$ cat src/include/lfc_consts.vh
// constants for the led flash mode and fault controller
`ifndef LFC_CONSTS_VH
`define LFC_CONSTS_VH

// ********************************************
// register word indices (address bits 5:2)
// ********************************************
`define LFC_IDX_INPUT_VOLTAGE_FLASH_MONITOR      4'h1
`define LFC_IDX_RAMP      4'h6
`define LFC_IDX_FEAT      4'h8
`define LFC_IDX_CURR      4'h9
`define LFC_IDX_ENABLE    4'hA
`define LFC_IDX_FLAGS     4'hB
`define LFC_IDX_FAULTIN   4'hC
`define LFC_IDX_STATUS    4'hD
`define LFC_AW            6

// ********************************************
// reset values
// ********************************************
`define LFC_RST_ENABLE    8'h00
`define LFC_RST_FEAT      8'h52
`define LFC_RST_CURR      8'h0F
`define LFC_RST_INPUT_VOLTAGE_FLASH_MONITOR      8'h80

// ********************************************
// field positions
// ********************************************
`define LFC_MODE_LO       0
`define LFC_MODE_HI       1
`define LFC_EN_TORCHPIN   4
`define LFC_EN_STROBE     5
`define LFC_EN_TX         6
`define LFC_EN_INPUT_VOLTAGE_FLASH_MONITOR       7
`define LFC_FEAT_TO_LO    0
`define LFC_FEAT_TO_HI    2
`define LFC_CURR_FL_LO    0
`define LFC_CURR_FL_HI    3
`define LFC_CURR_TO_LO    4
`define LFC_CURR_TO_HI    6
`define LFC_INPUT_VOLTAGE_FLASH_MONITOR_LOW_INPUT_LOCK_ENABLE  7
`define LFC_FL_TIMEOUT    0
`define LFC_FL_TSD        1
`define LFC_FL_SHORT      2
`define LFC_FL_OVP        3
`define LFC_FL_UNDERVOLTAGE_LOCKOUT       4
`define LFC_FL_INPUT_VOLTAGE_FLASH_MONITOR       5

// ********************************************
// modes
// ********************************************
`define LFC_MODE_STBY     2'h0
`define LFC_MODE_IND      2'h1
`define LFC_MODE_TORCH    2'h2
`define LFC_MODE_FLASH    2'h3

// ********************************************
// timing
// ********************************************
`define LFC_CLK_MHZ       100
`define LFC_TO_STEP_MS    100
`define LFC_LED_DG_US     256
`define LFC_OUT_DG_US     2048
`define LFC_STEP_US       1

`endif

$ cat src/hw/lfc_sync.v
// two flip-flop synchroniser bank
`timescale 1ns/100ps
module lfc_sync #(
  parameter W = 1
) (
  // clock and reset
  input  wire         clock,
  input  wire         nrst,
  // data
  input  wire [W-1:0] d,
  output reg  [W-1:0] q
);
  reg [W-1:0] meta;

  always @(posedge clock or negedge nrst) begin
    if (!nrst) begin
      meta <= {W{1'b0}};
      q    <= {W{1'b0}};
    end else begin
      meta <= d;
      q    <= meta;
    end
  end
endmodule

$ cat src/hw/lfc_timer.v
// down counter with load, busy level and expiry pulse
`timescale 1ns/100ps
module lfc_timer #(
  parameter W = 32
) (
  // clock and reset
  input  wire         clock,
  input  wire         nrst,
  // control
  input  wire         load,
  input  wire         stop,
  input  wire [W-1:0] count,
  // status
  output wire         busy,
  output reg          done
);
  reg [W-1:0] cnt;

  assign busy = (cnt != {W{1'b0}});

  always @(posedge clock or negedge nrst) begin
    if (!nrst) begin
      cnt  <= {W{1'b0}};
      done <= 1'b0;
    end else begin
      done <= 1'b0;
      if (stop) begin
        cnt <= {W{1'b0}};
      end else if (load) begin
        cnt <= count;
      end else if (busy) begin
        cnt <= cnt - {{(W-1){1'b0}}, 1'b1};
        if (cnt == {{(W-1){1'b0}}, 1'b1}) begin
          done <= 1'b1;
        end
      end
    end
  end
endmodule

$ cat src/hw/lfc_top.v
// flash driver mode sequencer, fault latch and avalon register slave
//
// Contract
// - pa sync high during flash drops current to torch level.
// - pa sync low before flash end restores the flash level.
// - flash timeout turns current off regardless of pa sync.
// - monitor enabled and input low: ramp halts, level held.
// - timeout is 100 ms times field plus one, eight choices.
// - timer only ends flash; torch and indicator run on.
// - timeout, lockout, thermal and short faults clear mode bits.
// - overvoltage and current limit leave the mode bits alone.
// - lockout shuts down, flags; stays off until flags read.
// - reading flags clears them and lets operation resume.
// - lockout enable bit at zero disables lockout.
// - over temperature turns off, flags and goes to standby.
// - restart after thermal needs flags read; still hot refaults.
// - overvoltage while flash or torch reports open led.
// - led node low while flash or torch flags a short.
// - led sampled 256 us, output 2.048 ms after turn on.
// - source off until output ready, then steps level by level.
// - flash current has sixteen levels in the current register.
// - flash starts by register write or trigger pin high.
`timescale 1ns/100ps
`include "lfc_consts.vh"
module lfc_top #(
  parameter TO_STEP_CYC = `LFC_TO_STEP_MS * 1000 * `LFC_CLK_MHZ,
  parameter LED_DG_CYC  = `LFC_LED_DG_US * `LFC_CLK_MHZ,
  parameter OUT_DG_CYC  = `LFC_OUT_DG_US * `LFC_CLK_MHZ,
  parameter STEP_CYC    = `LFC_STEP_US * `LFC_CLK_MHZ
) (
  // clock and reset
  input  wire        clock,
  input  wire        nrst,
  // avalon-mm slave
  input  wire [5:0]  address,
  input  wire        read,
  input  wire        write,
  input  wire [31:0] writedata,
  input  wire [3:0]  byteenable,
  output reg  [31:0] readdata,
  output reg         waitrequest,
  // hardware pins
  input  wire        flash_trigger_input,
  input  wire        pa_sync_input,
  // analog comparators
  input  wire        input_voltage_flash_monitor_below,
  input  wire        undervoltage_lockout_trip,
  input  wire        tsd_hot,
  input  wire        ovp_trip,
  input  wire        led_low,
  input  wire        vout_ready,
  input  wire        ilim_hit,
  // converter control
  output reg         led_on,
  output reg  [3:0]  led_level,
  output reg         led_torch_sel,
  output reg         boost_en
);
  localparam ST_IDLE  = 2'h0;
  localparam ST_PRECH = 2'h1;
  localparam ST_RAMP  = 2'h2;
  localparam ST_RUN   = 2'h3;

  // ********************************************
  // pin and comparator synchronisers
  // ********************************************
  wire [8:0] sy;
  lfc_sync #(
    .W (9)
  ) u_sync (
    .clock (clock),
    .nrst  (nrst),
    .d     ({flash_trigger_input, pa_sync_input, input_voltage_flash_monitor_below, undervoltage_lockout_trip,
             tsd_hot, ovp_trip, led_low, vout_ready, ilim_hit}),
    .q     (sy)
  );
  wire s_trig  = sy[8];
  wire s_pa    = sy[7];
  wire s_input_voltage_flash_monitor  = sy[6];
  wire s_undervoltage_lockout  = sy[5];
  wire s_tsd   = sy[4];
  wire s_ovp   = sy[3];
  wire s_short = sy[2];
  wire s_vrdy  = sy[1];
  wire s_ilim  = sy[0];

  // ********************************************
  // registers
  // ********************************************
  reg  [7:0] en_reg;
  reg  [7:0] feat_reg;
  reg  [7:0] curr_reg;
  reg  [7:0] input_voltage_flash_monitor_reg;
  reg  [7:0] ramp_reg;
  reg  [5:0] flags;
  reg  [1:0] state;
  reg  [1:0] run_mode;
  reg  [3:0] level;
  reg        trig_d;
  reg        ilim_seen;
  reg        busy_cyc;

  function [3:0] reg_index;
    input [5:0] a;
    begin
      reg_index = a[5:2];
    end
  endfunction

  wire [3:0] idx    = reg_index(address);
  wire       acc    = (read | write) & ~busy_cyc;
  wire       wr_go  = write & busy_cyc;
  wire       rd_go  = read & busy_cyc;
  wire       wr_en  = wr_go & byteenable[0] & (idx == `LFC_IDX_ENABLE);
  wire       rd_flg = rd_go & (idx == `LFC_IDX_FLAGS);

  // ********************************************
  // mode request and fault inhibit
  // ********************************************
  wire [1:0] reg_mode = en_reg[`LFC_MODE_HI:`LFC_MODE_LO];
  wire trig_rise = s_trig & ~trig_d & en_reg[`LFC_EN_STROBE];
  wire undervoltage_lockout_on   = input_voltage_flash_monitor_reg[`LFC_INPUT_VOLTAGE_FLASH_MONITOR_LOW_INPUT_LOCK_ENABLE];
  // flags latch the inhibit; only a flags read lets it go
  wire inhibit   = flags[`LFC_FL_UNDERVOLTAGE_LOCKOUT] | flags[`LFC_FL_TSD]
                 | flags[`LFC_FL_SHORT];
  wire want_flash = (reg_mode == `LFC_MODE_FLASH) | trig_rise;
  wire [1:0] want = want_flash ? `LFC_MODE_FLASH : reg_mode;

  wire active = (state != ST_IDLE);
  wire lit_ft = active & ((run_mode == `LFC_MODE_FLASH)
                          | (run_mode == `LFC_MODE_TORCH));

  // ********************************************
  // timers: flash timeout, fault deglitch, ramp step
  // ********************************************
  wire        to_done;
  wire        to_busy;
  wire        led_dg_busy;
  wire        out_dg_busy;
  wire        step_busy;
  wire        start_lit = (state == ST_PRECH) & s_vrdy;
  wire [31:0] to_cnt = TO_STEP_CYC * ({29'h0,
                       feat_reg[`LFC_FEAT_TO_HI:`LFC_FEAT_TO_LO]} + 32'h1);

  lfc_timer #(.W (32)) u_to (
    .clock (clock),
    .nrst  (nrst),
    .load  (start_lit & (run_mode == `LFC_MODE_FLASH)),
    .stop  (~active),
    .count (to_cnt),
    .busy  (to_busy),
    .done  (to_done)
  );
  lfc_timer #(.W (32)) u_led_dg (
    .clock (clock),
    .nrst  (nrst),
    .load  (start_lit),
    .stop  (~active),
    .count (LED_DG_CYC),
    .busy  (led_dg_busy),
    .done  ()
  );
  lfc_timer #(.W (32)) u_out_dg (
    .clock (clock),
    .nrst  (nrst),
    .load  (start_lit),
    .stop  (~active),
    .count (OUT_DG_CYC),
    .busy  (out_dg_busy),
    .done  ()
  );
  lfc_timer #(.W (32)) u_step (
    .clock (clock),
    .nrst  (nrst),
    .load  (state == ST_RAMP & ~step_busy),
    .stop  (state != ST_RAMP),
    .count (STEP_CYC),
    .busy  (step_busy),
    .done  ()
  );

  // ********************************************
  // fault events
  // ********************************************
  wire sampled_led = lit_ft & (state != ST_PRECH) & ~led_dg_busy;
  wire sampled_out = lit_ft & (state != ST_PRECH) & ~out_dg_busy;
  wire ev_short = sampled_led & s_short;
  wire ev_ovp   = sampled_out & s_ovp;
  wire ev_undervoltage_lockout  = undervoltage_lockout_on & s_undervoltage_lockout;
  wire ev_tsd   = s_tsd & (active | reg_mode != `LFC_MODE_STBY);
  wire ev_to    = to_done;
  wire ev_input_voltage_flash_monitor  = en_reg[`LFC_EN_INPUT_VOLTAGE_FLASH_MONITOR] & s_input_voltage_flash_monitor
                & (run_mode == `LFC_MODE_FLASH) & active;
  // clearing faults; overvoltage and current limit are not among them
  wire kill = ev_to | ev_undervoltage_lockout | ev_tsd | ev_short;

  // target level: torch field or flash field
  wire [3:0] flash_lvl = curr_reg[`LFC_CURR_FL_HI:`LFC_CURR_FL_LO];
  wire [3:0] torch_lvl = {1'b0, curr_reg[`LFC_CURR_TO_HI:`LFC_CURR_TO_LO]};
  wire [3:0] target = (run_mode == `LFC_MODE_FLASH) ? flash_lvl : torch_lvl;
  wire pa_cut = en_reg[`LFC_EN_TX] & s_pa
              & (run_mode == `LFC_MODE_FLASH);

  // ********************************************
  // sequencer
  // ********************************************
  always @(posedge clock or negedge nrst) begin
    if (!nrst) begin
      state    <= ST_IDLE;
      run_mode <= `LFC_MODE_STBY;
      level    <= 4'h0;
      trig_d   <= 1'b0;
    end else begin
      trig_d <= s_trig;
      case (state)
        ST_IDLE: begin
          level <= 4'h0;
          if (want != `LFC_MODE_STBY & ~inhibit & ~kill) begin
            run_mode <= want;
            state    <= ST_PRECH;
          end
        end
        ST_PRECH: begin
          if (s_vrdy) begin
            state <= ST_RAMP;
          end
        end
        ST_RAMP: begin
          if (level >= target) begin
            state <= ST_RUN;
          end else if (ev_input_voltage_flash_monitor) begin
            state <= ST_RUN;
          end else if (~step_busy) begin
            level <= level + 4'h1;
          end
        end
        ST_RUN: begin
          if (level > target) begin
            level <= target;
          end
        end
        default: state <= ST_IDLE;
      endcase
      // trigger-started flash is not held by the mode bits
      if (active & ~to_busy & run_mode == `LFC_MODE_FLASH
          & state == ST_RUN & reg_mode != `LFC_MODE_FLASH) begin
        state <= ST_IDLE;
      end
      if (active & (reg_mode == `LFC_MODE_STBY) & ~to_busy
          & run_mode != `LFC_MODE_FLASH) begin
        state <= ST_IDLE;
      end
      // a host write of standby ends flash or torch at once
      if (wr_en
          & (writedata[`LFC_MODE_HI:`LFC_MODE_LO] == `LFC_MODE_STBY)) begin
        state <= ST_IDLE;
      end
      if (kill) begin
        state <= ST_IDLE;
      end
    end
  end

  // ********************************************
  // register writes and flag latch
  // ********************************************
  always @(posedge clock or negedge nrst) begin
    if (!nrst) begin
      en_reg    <= `LFC_RST_ENABLE;
      feat_reg  <= `LFC_RST_FEAT;
      curr_reg  <= `LFC_RST_CURR;
      input_voltage_flash_monitor_reg  <= `LFC_RST_INPUT_VOLTAGE_FLASH_MONITOR;
      ramp_reg  <= 8'h00;
      flags     <= 6'h00;
      ilim_seen <= 1'b0;
    end else begin
      if (wr_go & byteenable[0]) begin
        case (idx)
          `LFC_IDX_ENABLE: en_reg   <= writedata[7:0];
          `LFC_IDX_FEAT:   feat_reg <= writedata[7:0];
          `LFC_IDX_CURR:   curr_reg <= writedata[7:0];
          `LFC_IDX_INPUT_VOLTAGE_FLASH_MONITOR:   input_voltage_flash_monitor_reg <= writedata[7:0];
          `LFC_IDX_RAMP:   ramp_reg <= writedata[7:0];
          default: ;
        endcase
      end
      if (kill & ~wr_en) begin
        en_reg[`LFC_MODE_HI:`LFC_MODE_LO] <= `LFC_MODE_STBY;
      end
      // set wins; a read clears only the bits it returned, so an
      // event landing between capture and clear is not lost
      flags <= (flags & ~(rd_flg ? readdata[5:0] : 6'h00))
             | {ev_input_voltage_flash_monitor, ev_undervoltage_lockout, ev_ovp, ev_short, ev_tsd, ev_to};
      ilim_seen <= s_ilim;
    end
  end

  // ********************************************
  // avalon slave: one wait cycle on every access
  // ********************************************
  reg [7:0] rd_mux;
  always @* begin
    case (idx)
      `LFC_IDX_ENABLE:  rd_mux = en_reg;
      `LFC_IDX_FLAGS:   rd_mux = {2'h0, flags};
      `LFC_IDX_FEAT:    rd_mux = feat_reg;
      `LFC_IDX_CURR:    rd_mux = curr_reg;
      `LFC_IDX_INPUT_VOLTAGE_FLASH_MONITOR:    rd_mux = input_voltage_flash_monitor_reg;
      `LFC_IDX_RAMP:    rd_mux = ramp_reg;
      `LFC_IDX_STATUS:  rd_mux = {ilim_seen, led_on, level, state};
      default:          rd_mux = 8'h00;
    endcase
  end

  always @(posedge clock or negedge nrst) begin
    if (!nrst) begin
      busy_cyc    <= 1'b0;
      waitrequest <= 1'b1;
      readdata    <= 32'h0;
    end else begin
      busy_cyc    <= acc;
      waitrequest <= ~acc;
      if (acc & read) begin
        readdata <= {24'h0, rd_mux};
      end
    end
  end

  // ********************************************
  // converter outputs
  // ********************************************
  always @(posedge clock or negedge nrst) begin
    if (!nrst) begin
      led_on        <= 1'b0;
      led_level     <= 4'h0;
      led_torch_sel <= 1'b0;
      boost_en      <= 1'b0;
    end else begin
      boost_en      <= active & ~kill;
      led_on        <= (state == ST_RAMP | state == ST_RUN) & ~kill;
      led_torch_sel <= pa_cut | (run_mode != `LFC_MODE_FLASH);
      led_level     <= pa_cut ? torch_lvl : level;
    end
  end
endmodule

$ cat config.mk
export PLATFORM = sky130hd
export DESIGN_NAME = lfc_top
export DESIGN_NICKNAME = d
export VERILOG_FILES = /design/src/hw/lfc_sync.v /design/src/hw/lfc_timer.v /design/src/hw/lfc_top.v
export VERILOG_INCLUDE_DIRS = /design/src /design/src/include
export SDC_FILE = /design/constraint.sdc
export NUM_CORES = 1
export LEC_CHECK = 0
export BUFFER_PORTS_ARGS = -buffer_cell sky130_fd_sc_hd__clkbuf_2
export CAP_MARGIN = 5
export CORE_UTILIZATION = 34
export CTS_BUF_LIST = sky130_fd_sc_hd__clkbuf_2
export DETAILED_ROUTE_END_ITERATION = 16
export PLACE_DENSITY = 0.52
export SLEW_MARGIN = 25
export SYNTH_ARGS = -nofsm -noshare
export SYNTH_HDL_FRONTEND = slang
export SYNTH_SLANG_ARGS = --single-unit
export TNS_END_PERCENT = 30
$ cat constraint.sdc
create_clock -name clock -period 4.1 [get_ports clock]
set_input_delay 0.82 -clock clock [delete_from_list [all_inputs] [get_ports clock]]
set_output_delay 0.82 -clock clock [all_outputs]
set_load 0.02 [all_outputs]
## Yosys cells after proc, flatten, opt, wreduce, memory -nomap -nowiden

Cells that the tools add are included.

| operators by class | value |
|---|---|
| multiplexer cells | 38 |
| add/subtract/negate cells | 6 |
| bitwise logic cells | 62 |
| equal/unequal tests | 28 |
| reduce and logical (&&, ||, !) cells | 24 |
| div/mod/pow operators | 0 |
| order comparisons | 2 |
| multiply operators | 1 |
| shifts and indexed selects | 0 |

Operator list:

| operator | number |
|---|---|
| $mux W32 | 12 |
| $reduce_bool A32 Y1 | 4 |
| $sub A32 B1 Y32 const B | 4 |
| $pmux W8 S7 | 1 |
| $and A1 B1 Y1 | 38 |
| $eq A32 B1 Y1 const B | 1 |
| $mux W2 | 12 |
| $mux W4 | 6 |
| $mul A17 B4 Y21 const A | 1 |
| $eq A4 B4 Y1 const B | 5 |
| $ne A2 B2 Y1 const B | 7 |
| $reduce_and A2 Y1 | 7 |
| $pmux W4 S3 | 1 |
| $or A1 B1 Y1 | 11 |
| $eq A2 B2 Y1 const B | 5 |
| $not A1 Y1 | 10 |
| $reduce_bool A2 Y1 | 5 |
| $ne A3 B1 Y1 const B | 3 |
| $ne A7 B7 Y1 const B | 1 |
| $reduce_bool A7 Y1 | 1 |
| $and A6 B6 Y6 | 1 |
| $logic_not A2 Y1 | 3 |
| $mux W6 | 1 |
| $ne A6 B2 Y1 const B | 1 |
| other kinds (16) | 20 |

| word-level totals | value |
|---|---|
| bits in latches | 0 |
| ROM bits | 0 |
| word-level logic and storage cells | 187 |
| output and inout port bits | 40 |
| RAM bits | 0 |
| memories | 0 |
| input port bits | 55 |
| flip-flop bits (word level) | 220 |

## Depth between registers and ports, before layout

| logic depth | value |
|---|---|
| depth in word-level cells | 15 |
| gate-level depth with buffers | 13 |
| gate-level depth less buffers | 12 |

## Modules after synthesis

From an unflattened synthesis, not the netlist that was laid out.

| second synthesis, totals | value |
|---|---|
| cells, all modules | 1,311 |
| area, all modules | 13,246.5 µm² |

Modules (own cells, without submodules):

| module | cells each | area an instance (µm²) | instances | sequential area each (µm²) |
|---|---|---|---|---|
| lfc_timer | 211 | 2,020.7 | 4 | 825.8 |
| lfc_top | 449 | 4,713.3 | 1 | 1,838.0 |
| lfc_sync | 18 | 450.4 | 1 | 450.4 |

## Worst setup path after synthesis

No wires, ideal clock.

| timing | value |
|---|---|
| path kind | reg2reg |
| start | register feat_reg[1] |
| end | register u_to.cnt[25] |
| library setup time | 136 ps |
| path buffers | 0 |
| setup slack | 680 ps |
| clock period less this slack | 3,420 ps |
| stages on the path, launching flop included | 13 |
| arrival | 3,283 ps |
| cell sequence | dfstp_2 > ha_1 > xnor2_1 > inv_1 > ha_1 > fa_1 > ha_1 > o21ai_0 > nor3_1 > o2111ai_1 > o21ai_0 > xnor2_1 > a21oi_1 |

| between the ends | value |
|---|---|
| word-level cells in the longest chain between the ends | 4 |

RTL lines:

| what | line | RTL |
|---|---|---|
| start: declaration | lfc_top.v:91 | `reg [7:0] feat_reg;` |
| start signal: assignment | lfc_top.v:270 | `` feat_reg <= `LFC_RST_FEAT; `` |
| start signal: assignment | lfc_top.v:280 | `` `LFC_IDX_FEAT: feat_reg <= writedata[7:0]; `` |
| $add A3 B1 Y4 | lfc_top.v:142 | `wire [31:0] to_cnt = TO_STEP_CYC * ({29'h0,` |
| $mul A17 B4 Y21 | lfc_top.v:142 |  |
| $mux W32 | lfc_timer.v:29 | `end else if (load) begin` |
| $mux W32 | lfc_timer.v:27 | `if (stop) begin` |
| end signal: assignment | lfc_timer.v:28 | `cnt <= {W{1'b0}};` |
| end signal: assignment | lfc_timer.v:30 | `cnt <= count;` |
| end signal: assignment | lfc_timer.v:32 | `cnt <= cnt - {{(W-1){1'b0}}, 1'b1};` |
| end: declaration | lfc_timer.v:17 | `reg [W-1:0] cnt;` |

Every way passes these cells.
A chain may end at the register's enable or synchronous reset.

## Worst setup path after layout

| timing | value |
|---|---|
| start | register feat_reg[1] |
| end | register u_to.cnt[23] |

Same word-level chain as after synthesis.

==> impl_metrics.csv <==
group,metric,value,unit
floorplanning,die_y,187,um
sta,slew_viol_final,0,
floorplanning,floorplan.rows,67,
global_route,grt.overflow.total,0,
sta,post-route-min-period,3710,ps
sta,finalSetupViolations,0,
logic_synthesis,avgSynthCellArea,9.89,um^2
clock_network,cts.clk_slew.worst_paths,90,ps
critical_path,r2r-end,"u_to.cnt[23]$_DFFE_PN0P_",
routing,ant_nets,0,
global_route,track_usage,15.7,%
sta,clock.fmax,269,MHz
sta,holdWs,127,ps
sta,skew,103,ps
clock_network,ctsLongestPathBuffers,3,
power_and_ir_drop,p_per_area,780,nW/um^2
critical_path,cp-end-kind,"flip-flop",
clock_network,cts_root_buffer,"clkbuf_2",
floorplanning,core_area,33600,um^2
logic_synthesis,synth-seq-cells,220,
critical_path,crit_slowest_cell,"dfstp_2",
floorplanning,die_w,187,um
clock_network,cts_tree,"done",
critical_path,max_stage_delay,600,ps
power_and_ir_drop,ir_drop,0.239,mV
clock_network,clk_latency,890,ps
critical_path,critPathMaxFanout,7,
critical_path,crit_path_start_kind,"flip-flop",
min_path,hold_start,"vout_ready",
global_route,antenna_found_initial,2,
run_status,outcome,"complete, no violations",
floorplanning,ios,95,
cells_and_area,multi_input_area,5810,um^2
cells_and_area,regArea,5520,um^2
clock_network,htreeDepth,2,
sta,tightest_slew,929,ps
sta,finalSetupTns,0,ps
floorplanning,initial_core_util,34.7,%
global_route,grt_pass1_wl,45500,um
cells_and_area,area_growth,10.6,%
global_route,grt_max_degree,113,
sta,fin_crit_sh,90.5,%
floorplanning,fp.dieArea,35000,um^2
routing,drc,0,
logic_synthesis,synthArstFlopShare,100,%
critical_path,critPathRequiredTime,4780,ps
critical_path,r2r_cells,12,
routing,viasPerCell,4.99,
placement,post-dp-hpwl,18300,um
routing,drtIter0Drc,446,
job,max-cap-violations,0,
clock_network,cts_buffers,61,
placement,place_area,12300,um^2
critical_path,crit_top_cell,"ha_1",
sta,final_hold_viol_count,0,
critical_path,r2r-start,"feat_reg[1]$_DFFE_PN1P_",
critical_path,critPathArrivalTime,4390,ps
routing,num_vias,8759,
cells_and_area,layout-drive-gt1-share,17.3,%
logic_synthesis,ys.flop_type,"dfrtp_1",
min_path,holdPathStages,1,
logic_synthesis,synth-edff-count,0,
logic_synthesis,synth_cells,1179,
critical_path,path_delay_family,"adder cells",
clock_network,clock_sinks,220,
min_path,whs_endpoint,"u_sync.meta[1]$_DFF_PN0_",
cells_and_area,fillers,3395,
cells_and_area,final_area,12900,um^2
critical_path,crit_type,"reg -> reg",
power_and_ir_drop,p_leak,6.09,nW
logic_synthesis,ys_seq_area_share,47.3,%
sta,slew_headroom,37.8,%
routing,wirelength,27000,um
critical_path,critPathBufInv,1,
logic_synthesis,yosys_warnings,0,
placement,portBuffers,41,
critical_path,cp_cell_sequence,"ha_1 > xnor2_1 > inv_2 > ha_1 > fa_1 > ha_1 > o21ai_0 > nor3_2 > o2111ai_2 > a21oi_1 > nor3_1 > a2111oi_1",
logic_synthesis,synth_cell_types,72,
routing,first_pass_iters,7,
cells_and_area,fin_nets,1356,
placement,place.gp.congestion,0.817,
logic_synthesis,syn-cell-area,11700,um^2
min_path,hold_class,"in -> reg",
critical_path,r2r_slack,390,ps
routing,wl_per_cell,15.4,um
global_route,grt_pass1_vias,8856,
[logic make-up (layout without fill, tap and decap cells)]
kind of cell	after synthesis	in the layout	share of synthesized area, %
compound gates	164	164	9.80
xor+xnor	117	117	8.79
fa+ha+maj	39	39	4.31
buf+inv	89	191	3.86
flops	220	220	47.3
mux	54	54	5.16
other cells	1	26	0.0322
simple gates	495	495	20.7
[cells in the final DEF (no fill, tap or decap), drive strengths merged, types with 5 or more instances in the layout]
master and instances:
a21o 5, nand3 40, xor2 62, o31ai 5, nor3b 7, nand3b 10, and2 7, nand2 105
conb 24, mux2 39, xnor2 55, nor2 167, nand2b 8, a21oi 31, or4 14, nor4 20
nor3 49, o21ai 32, nand4 12, dlygate4sd3 5, clkinv 8, a211oi 28, nand4b 7, dfrtp 211
buf 18, and3 7, ha 37, or3 21, nor2b 7, a31oi 7, a22o 11, clkbuf 137
dfstp 9, mux2i 14, or2 5, inv 23
[power breakdown]
part	internal (mW)	switching, mW
Clock	0.616	0.923
Combinational	2.17	3.22
Sequential	2.67	0.463
[per-layer routing]
layer  share of wire, %  global-route usage (%)  routed length (um)
met3                4.9                    3.32                1330
met2                 45                    24.7               12200
met4                2.6                    5.80                 688
met1                 47                    21.4               12800
met5                  0                       0                   0
[cell type report]
cell class	instances	share of cell area (%)
Inverter	23	0.669
Multi-Input combinational cell	893	45.0
Sequential cell	220	42.8
Clock inverter	8	0.272
Tap cell	448	4.34
Timing Repair Buffer	63	3.14
Clock buffer	97	3.76
Antenna cell	2	0.0388
[synthesized netlist by cell type, drive strengths merged, types with 8 or more instances]
cell / instances / area, um^2
a211oi: 28 / 210
a21oi: 31 / 155
a22o: 11 / 96.3
buf: 33 / 240
clkbuf: 33 / 124
dfrtp: 211 / 5280
dfstp: 9 / 236
ha: 37 / 463
inv: 22 / 82.6
mux2: 39 / 439
mux2i: 14 / 140
nand2: 105 / 394
nand2b: 8 / 50.1
nand3: 40 / 200
nand3b: 10 / 75.1
nand4: 12 / 75.1
nor2: 167 / 627
nor3: 49 / 255
nor4: 20 / 138
o21ai: 32 / 164
or3: 21 / 136
or4: 14 / 105
xnor2: 55 / 482
xor2: 62 / 543
[how the worst max path moves through the flow]
| stage | from | to | cells past startpoint |
|---|---|---|---|
| floorplan | feat_reg[1]$_DFFE_PN1P_ | u_to.cnt[25]$_DFFE_PN0P_ | 12 |
| global placement | feat_reg[1]$_DFFE_PN1P_ | u_to.cnt[23]$_DFFE_PN0P_ | 12 |
| detailed placement | feat_reg[1]$_DFFE_PN1P_ | u_to.cnt[23]$_DFFE_PN0P_ | 12 |
| CTS | feat_reg[1]$_DFFE_PN1P_ | u_to.cnt[23]$_DFFE_PN0P_ | 12 |
| global route | feat_reg[1]$_DFFE_PN1P_ | u_to.cnt[19]$_DFFE_PN0P_ | 13 |
| finish | feat_reg[1]$_DFFE_PN1P_ | u_to.cnt[23]$_DFFE_PN0P_ | 12 |
[stage by stage]
| stage | power (mW) | setup WS, ps | utilization (%) | std cells |
|---|---|---|---|---|
| floorplan | 7.38 | 680 | - | 1202 |
| global placement | 8.54 | 256 | 36.6 | 1641 |
| detailed placement | 8.58 | 196 | 36.6 | 1641 |
| CTS | 10.2 | 185 | 38.3 | 1751 |
| global route | 11.4 | -9.05 | 38.4 | 1754 |
| finish | 10.1 | 389 | 38.4 | 1754 |
[timing repair]
action / 4_1_cts / 5_1_grt
endpoints found under the setup margin: 0 / 4
hold buffers: 5 / 0
endpoints found under the hold margin: 66 / 0
gates resized for setup: 0 / 4
setup buffers: 0 / 1
Note: power is estimated with default switching activity, not from simulation.
